**config.mk**
```make
export PLATFORM = sky130hd
export DESIGN_NAME = anx_regs
export DESIGN_NICKNAME = d
export VERILOG_FILES = /design/src/rtl/anx_pkg.sv /design/src/rtl/anx_regs.sv
export SDC_FILE = /design/constraint.sdc
export NUM_CORES = 1
export LEC_CHECK = 0
export BUFFER_PORTS_ARGS = -buffer_cell sky130_fd_sc_hd__buf_2
export CORE_MARGIN = 4
export CORE_UTILIZATION = 54
export DETAILED_ROUTE_END_ITERATION = 8
export PLACE_DENSITY = 0.81
export SLEW_MARGIN = 20
export SYNTH_ARGS = -nofsm -noshare
export SYNTH_HDL_FRONTEND = slang
export SYNTH_SLANG_ARGS = --single-unit
```
**constraint.sdc**
```tcl
create_clock -name clock -period 2.83 [get_ports clock]
set_input_delay 0.1415 -clock clock [delete_from_list [all_inputs] [get_ports clock]]
set_output_delay 0.1415 -clock clock [all_outputs]
set_load 0.02 [all_outputs]
```
**src/rtl/anx_pkg.sv**
```systemverilog
// Package for the auto-negotiation expansion, next page and indirect
// MMD access registers. Assumes a 16-bit management register port.
package anx_pkg;
  // Register addresses on the management port
  localparam logic [4:0] ADDR_EXP = 5'h06;
  localparam logic [4:0] ADDR_TXNP = 5'h07;
  localparam logic [4:0] ADDR_RXNP = 5'h08;
  localparam logic [4:0] ADDR_CTL = 5'h0d;
  localparam logic [4:0] ADDR_WIN = 5'h0e;
  // Expansion bit positions
  localparam int EXP_PDF = 4;
  localparam int EXP_LPNP = 3;
  localparam int EXP_NPA = 2;
  localparam int EXP_PRX = 1;
  localparam int EXP_LPAN = 0;
  // Next page word bit positions (transmit and receive share layout)
  localparam int NP_MORE = 15;
  localparam int NP_ACK = 14;
  localparam int NP_MSG = 13;
  localparam int NP_ACK2 = 12;
  localparam int NP_TOG = 11;
  localparam int NP_FLD_W = 11;
  // Control register fields
  localparam int CTL_OP_LSB = 14;
  localparam int CTL_RSV_LSB = 5;
  localparam int CTL_RSV_W = 9;
  localparam int CTL_DEV_W = 5;
  // Reset values
  localparam logic NP_MSG_RST = 1'h1;
  localparam logic [10:0] NP_FLD_RST = 11'h001;
  localparam logic NPA_RST = 1'h1;
  // Operation selector codes
  typedef enum logic [1:0] {
    ANX_OP_REG = 2'h0,
    ANX_OP_DATA = 2'h1,
    ANX_OP_INC_RW = 2'h2,
    ANX_OP_INC_W = 2'h3
  } anx_op_e;
  // Received next page word
  typedef struct packed {
    logic more;
    logic ack;
    logic msg;
    logic ack2;
    logic toggle;
    logic [10:0] field;
  } anx_page_s;
  // Whole block state
  typedef struct packed {
    logic pd_fault;
    logic page_rx;
    logic lp_np;
    logic lp_an;
    logic tx_more;
    logic tx_msg;
    logic tx_ack2;
    logic tx_toggle;
    logic [10:0] tx_field;
    logic tx_load;
    anx_page_s lp_page;
    anx_op_e op;
    logic [8:0] ctl_rsvd;
    logic [4:0] dev;
    logic [15:0] ptr;
    logic [15:0] rdata;
    logic rvalid;
    logic mmd_wr;
    logic mmd_rd;
    logic [15:0] mmd_wdata;
  } anx_state_s;
endpackage : anx_pkg

```
**src/rtl/anx_regs.sv**
```systemverilog
// Auto-negotiation expansion, local and partner next page, and the
// indirect MMD window. Assumes the management framer, negotiation
// engine and MMD store all run on this clock.
//
// What this block does
// Parallel detection fault bit sets on a fault and latches until read.
// Expansion bit reports whether the partner is next page capable.
// Expansion bit shows local next page capability, one from reset.
// Page received bit latches high on a new page, else zero.
// Expansion bit shows partner auto-negotiation ability, reset zero.
// Software writes more-pages and message-page bits; both are sent.
// Software writes second-acknowledge for the transmitted page, reset zero.
// Read-only toggle bit mirrors the previous transmitted toggle.
// Writable 11-bit message field, reset value one.
// Received next page captured read-only, all fields reset zero.
// Partner second-acknowledge bit shown read-only.
// Partner toggle bit shown read-only as received.
// Two-bit selector picks address, data, or post-increment data modes.
// Five-bit MMD device address field, writable, reset zero.
// Selector zero makes the window access the register address pointer.
// Non-zero selector makes the window move MMD data at the pointer.
// Latch-high bits hold until read; self-cleared bits clear alone.
// Post-increment advances the pointer by one after qualifying access.
// Controller sets device, then address, then data mode, then data.
`timescale 1ns/100ps
module anx_regs (
  input wire logic clock,
  input wire logic nrst,
  // Management register port
  input wire logic [4:0] reg_addr,
  input wire logic reg_wr,
  input wire logic reg_rd,
  input wire logic [15:0] reg_wdata,
  output logic [15:0] reg_rdata,
  output logic reg_rvalid,
  // Negotiation engine
  input wire logic pd_fault_evt,
  input wire logic lp_np_able,
  input wire logic lp_an_able,
  input wire logic page_rx_evt,
  input wire logic [15:0] page_rx_word,
  input wire logic tx_toggle_prev,
  output logic [15:0] tx_page_word,
  output logic tx_page_load,
  // MMD store
  output logic [4:0] mmd_dev,
  output logic [15:0] mmd_addr,
  output logic [15:0] mmd_wdata,
  output logic mmd_wr,
  output logic mmd_rd,
  input wire logic [15:0] mmd_rdata
);

  anx_pkg::anx_state_s st_r;
  anx_pkg::anx_state_s st_nxt;

  // Read mux for the read strobe; unmapped addresses read as zero
  function automatic logic [15:0] anx_read(
    input anx_pkg::anx_state_s s,
    input logic [4:0] a,
    input logic [15:0] mdata
  );
    logic [15:0] v;
    v = 16'h0000;
    case (a)
      anx_pkg::ADDR_EXP: begin
        v[anx_pkg::EXP_PDF] = s.pd_fault;
        v[anx_pkg::EXP_LPNP] = s.lp_np;
        v[anx_pkg::EXP_NPA] = anx_pkg::NPA_RST;
        v[anx_pkg::EXP_PRX] = s.page_rx;
        v[anx_pkg::EXP_LPAN] = s.lp_an;
      end
      anx_pkg::ADDR_TXNP: begin
        v = {s.tx_more, 1'h0, s.tx_msg, s.tx_ack2, s.tx_toggle, s.tx_field};
      end
      anx_pkg::ADDR_RXNP: v = s.lp_page;
      anx_pkg::ADDR_CTL: v = {s.op, s.ctl_rsvd, s.dev};
      anx_pkg::ADDR_WIN: v = (s.op == anx_pkg::ANX_OP_REG) ? s.ptr : mdata;
      default: v = 16'h0000;
    endcase
    return v;
  endfunction : anx_read

  // Next-state logic; hardware sets are applied after read clears
  always_comb begin
    st_nxt = st_r;
    st_nxt.rvalid = 1'b0;
    st_nxt.mmd_wr = 1'b0;
    st_nxt.mmd_rd = 1'b0;
    st_nxt.tx_load = 1'b0;
    st_nxt.lp_np = lp_np_able;
    st_nxt.lp_an = lp_an_able;
    st_nxt.tx_toggle = tx_toggle_prev;
    if (reg_rd) begin
      st_nxt.rdata = anx_read(st_r, reg_addr, mmd_rdata);
      st_nxt.rvalid = 1'b1;
      // Reading the expansion register clears its latched bits
      if (reg_addr == anx_pkg::ADDR_EXP) begin
        st_nxt.pd_fault = 1'b0;
        st_nxt.page_rx = 1'b0;
      end
      if (reg_addr == anx_pkg::ADDR_WIN && st_r.op != anx_pkg::ANX_OP_REG) begin
        st_nxt.mmd_rd = 1'b1;
        if (st_r.op == anx_pkg::ANX_OP_INC_RW) begin
          st_nxt.ptr = st_r.ptr + 16'h0001;
        end
      end
    end else if (reg_wr) begin
      case (reg_addr)
        anx_pkg::ADDR_TXNP: begin
          st_nxt.tx_more = reg_wdata[anx_pkg::NP_MORE];
          st_nxt.tx_msg = reg_wdata[anx_pkg::NP_MSG];
          st_nxt.tx_ack2 = reg_wdata[anx_pkg::NP_ACK2];
          st_nxt.tx_field = reg_wdata[anx_pkg::NP_FLD_W-1:0];
          st_nxt.tx_load = 1'b1;
        end
        anx_pkg::ADDR_CTL: begin
          st_nxt.op = anx_pkg::anx_op_e'(reg_wdata[15:anx_pkg::CTL_OP_LSB]);
          st_nxt.ctl_rsvd = reg_wdata[anx_pkg::CTL_RSV_LSB +: anx_pkg::CTL_RSV_W];
          st_nxt.dev = reg_wdata[anx_pkg::CTL_DEV_W-1:0];
        end
        anx_pkg::ADDR_WIN: begin
          if (st_r.op == anx_pkg::ANX_OP_REG) begin
            st_nxt.ptr = reg_wdata;
          end else begin
            st_nxt.mmd_wr = 1'b1;
            st_nxt.mmd_wdata = reg_wdata;
            // Both increment modes advance after a write
            if (st_r.op[1]) begin
              st_nxt.ptr = st_r.ptr + 16'h0001;
            end
          end
        end
        default: begin
          // Read-only and unmapped addresses ignore writes
        end
      endcase
    end
    // Event sets win over a read clear in the same cycle
    if (pd_fault_evt) begin
      st_nxt.pd_fault = 1'b1;
    end
    if (page_rx_evt) begin
      st_nxt.page_rx = 1'b1;
      st_nxt.lp_page = page_rx_word;
    end
  end

  // State register; reset values are constants only
  always_ff @(posedge clock or negedge nrst) begin
    if (!nrst) begin
      st_r <= '0;
      st_r.tx_msg <= anx_pkg::NP_MSG_RST;
      st_r.tx_field <= anx_pkg::NP_FLD_RST;
      st_r.op <= anx_pkg::ANX_OP_REG;
    end else begin
      st_r <= st_nxt;
    end
  end

  // Outputs come straight from the state register
  assign reg_rdata = st_r.rdata;
  assign reg_rvalid = st_r.rvalid;
  assign tx_page_word = {st_r.tx_more, 1'h0, st_r.tx_msg, st_r.tx_ack2,
    st_r.tx_toggle, st_r.tx_field};
  assign tx_page_load = st_r.tx_load;
  assign mmd_dev = st_r.dev;
  assign mmd_addr = st_r.ptr;
  assign mmd_wdata = st_r.mmd_wdata;
  assign mmd_wr = st_r.mmd_wr;
  assign mmd_rd = st_r.mmd_rd;
endmodule : anx_regs

```
==> metrics.md <==
| Metric | Value |
|---|---|
| Total detailed-routing wirelength | 14850 µm |
| Overall power consumption | 3671 µW |
| Reg area | 2580 µm² |
| Worst vdd rail ir drop | around 350 µV |
| Post-synthesis net count | 591 |
| Power share of the combinational group | 22.3% |
| Number of ports placed on the die boundary | 135 |
| Static leakage | 0.002779 µW |
| Place WS | 721.8 ps |
| Class of the tightest hold or removal check | in2reg |
| DR vias | 4390 |
| Final design utilization | 61.84% |
| Power per standard cell area | 604.5 nW/µm² |
| Hold path depth | 2 |
| Reported net switching power | 1174 µW |
| Required time of the critical path | 3060 ps |
| Fraction of met3 tracks used by global routing | 6.631% |
| HPWL reported at the end of detailed placement | around 11000 µm |
| Share of cells above drive strength 1 | 36.93% |
| Footprint of the multi-input gates | 2112 µm² |
| Die Width | 108.7 µm |
| Mean routed wirelength per cell | 20.42 µm |
| GRT met1 Usage | 35.24% |
| Maximum clock rate | 481.5 MHz |
| Port-buffer cells | 133 |
| Final slew viol count | 0 |
| Worst-Skew Late Latency | between 300 and 400 ps |
| Setup repair after global routing missed its margin | false |
| Antenna violations before repair | 0 |
| Endpoint class of the critical path | flip-flop |
| Pin slew with the least headroom to its limit | 796.0 ps |
| Total of flip-flops plus latches after synthesis | between 100 and 150 |
| Initial DRC count | roughly 350 |
| Register share of total power | around half |
| Leading cell types by count after synthesis | sky130_fd_sc_hd__dfrtp_1 (101), sky130_fd_sc_hd__buf_4 (69), sky130_fd_sc_hd__mux2_2 (51), sky130_fd_sc_hd__inv_1 (32), sky130_fd_sc_hd__nand2_1 (30) |
| Fraction of synthesis flops using an asynchronous set or reset pin | 100.0% |
| Portion of the post-synthesis area used by sequential elements | 47.09% |
| Area leader, netlist | sky130_fd_sc_hd__dfrtp_1 |
| RR Startpoint | st_r[66] |
| WP data arrival | between 2000 and 2500 ps |
| Synthesis warning total | 0 |
| Final hold violations | 0 |
| Core region area | 9819 µm² |
| Type of origin of the critical path | flip-flop |
| Number of vias per cell after detailed routing | 6.039 |
| Cell chosen for the clock root | sky130_fd_sc_hd__clkbuf_8 |
| Layout overhead on the synthesized area | 10.82% |
| Slew headroom | 46.94% |
| Die Height | between 100 and 150 µm |
| TritonRoute pass-1 iters | 7 |
| Fraction of post-synthesis cell area in the top cell type by area | 46.13% |
| Vias in the first global route | roughly 4300 |
| Wire length of the first global-routing pass | 23070 µm |
| Starting utilization of the core area | 55.80% |
| Worst min-delay path startpoint | page_rx_word[11] |
| # DRC | 0 |
| Switching power share of the total | about a third |
| Worst reg2reg setup slack | roughly 750 ps |
| Power share of the clock group | about 28% |
| Clock buffers created by TritonCTS | 9 |
| Largest cells by area after synthesis | sky130_fd_sc_hd__dfrtp_1 (46%), sky130_fd_sc_hd__mux2_2 (10%), sky130_fd_sc_hd__buf_4 (9.5%) |
| Dominant register cell in the synthesized netlist | sky130_fd_sc_hd__dfrtp_1 |
| Residual antenna-violating net count after detailed routing | 0 |
| Area enclosed by the die boundary | approximately 12000 µm² |
| Instance count of the mapped netlist | roughly 530 |
| Pint | 2496 µW |
| GR Util All Layers | 25.58% |
| Share of the clock period used by the worst path | between 70% and 80% |
| Cell count after placement | 698 |
| Outcome | complete, no violations |
| Grt met2 use | 40.38% |
| Number of filler instances in the final layout | between 800 and 900 |
| Total overflow reported by the global router | 0 |
| Placer Congestion | approximately 0.87 |
| FP Rows | 36 |
| Number of gates given a new drive strength after cts | 0 |
| Final Instance Count excl. Fillers | 727 |
| Worst r2r path cells | 5 |
| Pin count of the biggest net entering global routing | 60 |
| Count of final setup violators | 0 |
| Max-capacitance violation count | 0 |
| H-tree depth reported by CTS | 3 |
| CTS sink cnt | between 100 and 150 |
| EDFF count, synth | 0 |
| Library cells used by synthesis | 47 |
| Final nets | roughly 650 |
| Average size of a mapped cell | 10.38 µm² |
| Grt peak-use layer | met2 |
| Worst min-delay path endpoint | st_r[78] |
| Post-layout min period | between 2000 and 2500 ps |
| Number of buffers on the longest clock path | 2 |
| Critical register-to-register path endpoint | reg_rdata[4] |
| TritonCTS clock tree | yes |
| Worst Setup Slack, final | 753.4 ps |
| Clk slew on worst S/H paths | 100 ps |
| Top-count cell post-synth | sky130_fd_sc_hd__dfrtp_1 |
| Worst setup skew after layout | between 10 and 15 ps |
| Post-synthesis instance area | 5479 µm² |
| Path type of the worst setup path | reg2reg |
| Crit-path max FO | 11 |
| Final sum of negative setup slack | 0 ps |
worst max path at each step:
stage	startpoint	endpoint	slack [ps]	depth (start not counted)
global route	st_r[66]	mmd_addr[10]	530	4
detailed placement	reg_addr[2]	mmd_wdata[15]	720	6
finish	st_r[66]	reg_rdata[4]	750	5
CTS	st_r[66]	reg_rdata[9]	760	4
floorplan	st_r[66]	reg_rdata[11]	860	5
global placement	reg_rd	mmd_addr[10]	630	6
cell usage in the layout, fill, tap and decap left out, drive strengths merged, types with 3 or more instances in the layout:
cell,count
a2111oi,10
a211oi,3
a21oi,4
a221oi,12
a222oi,6
a22oi,4
a2bb2oi,14
a31oi,5
and3,3
buf,142
clkbuf,11
dfrtp,101
dlygate4sd3,12
inv,32
mux2,60
nand2,30
nand2b,5
nand3,11
nand4,9
nor2,13
nor3,24
nor3b,11
o21ai,27
o22ai,19
area by class of cell:
cell class,instances,share of cell area [%]
inverters,32,1.978
repair buffers,154,14.30
multi-input cells,288,34.78
well taps,133,2.741
diodes,1,0.04121
clock inverters,5,1.339
flip-flops and latches,103,42.49
clock buffers,11,2.328
power by group through the flow:
stage	combinational, µW	clock (µW)	sequential (µW)
6_report	820	1040	1810
4_1_cts	820	1060	1810
3_3_place_gp	787	0	1820
2_1_floorplan	692	0	1770
3_5_place_dp	806	0	1830
5_1_grt	888	1110	1830
repair_timing:
action,in CTS,in global routing
setup buffers,0,0
hold buffers,11,1
endpoints found under the hold margin,53,1
flip-flops by register name, summed over array words and instances, names as in the netlist:
signal,flops
st_r,31
mmd_addr,16
mmd_wdata,16
reg_rdata,16
tx_page_word,15
mmd_dev,5
mmd_rd,1
mmd_wr,1
reg_rvalid,1
tx_page_load,1
cell families (layout without fill, tap and decap cells):
logic type      Yosys count  count (layout)  synth area share [%]
fa+ha+maj                 1               1                0.2283
flops                   103             103                 47.09
compound gates          108             108                 14.09
mux                      60              60                 12.33
buf+inv                 137             202                 14.48
other cells               1               2               0.06844
simple gates            118             118                 11.72
per-stage QoR:
stage / hold WS (ps) / area, µm²
after floorplan: -154.1 / 5479
after global routing: 1.363 / 6070
after global placement: 179.5 / 5720
after detailed placement: 184.0 / 5724
after CTS: 4.047 / 6057
final: 9.411 / 6072
metal layers:
layer / part of all wire, % / vias up
met2: 47 / 251
met3: 9.2 / 32
met5: 0 / -
met4: 1.7 / 0
met1: 42 / 2153
li1: - / 1954
critical path: stages (launching register included):
cell                       delay (ps)
sky130_fd_sc_hd__dfrtp_1          440
sky130_fd_sc_hd__nor2_2           450
sky130_fd_sc_hd__buf_4            280
sky130_fd_sc_hd__mux2_2           350
sky130_fd_sc_hd__a222oi_1         290
sky130_fd_sc_hd__a31oi_1          130
Note: power is estimated with default switching activity, not from simulation.
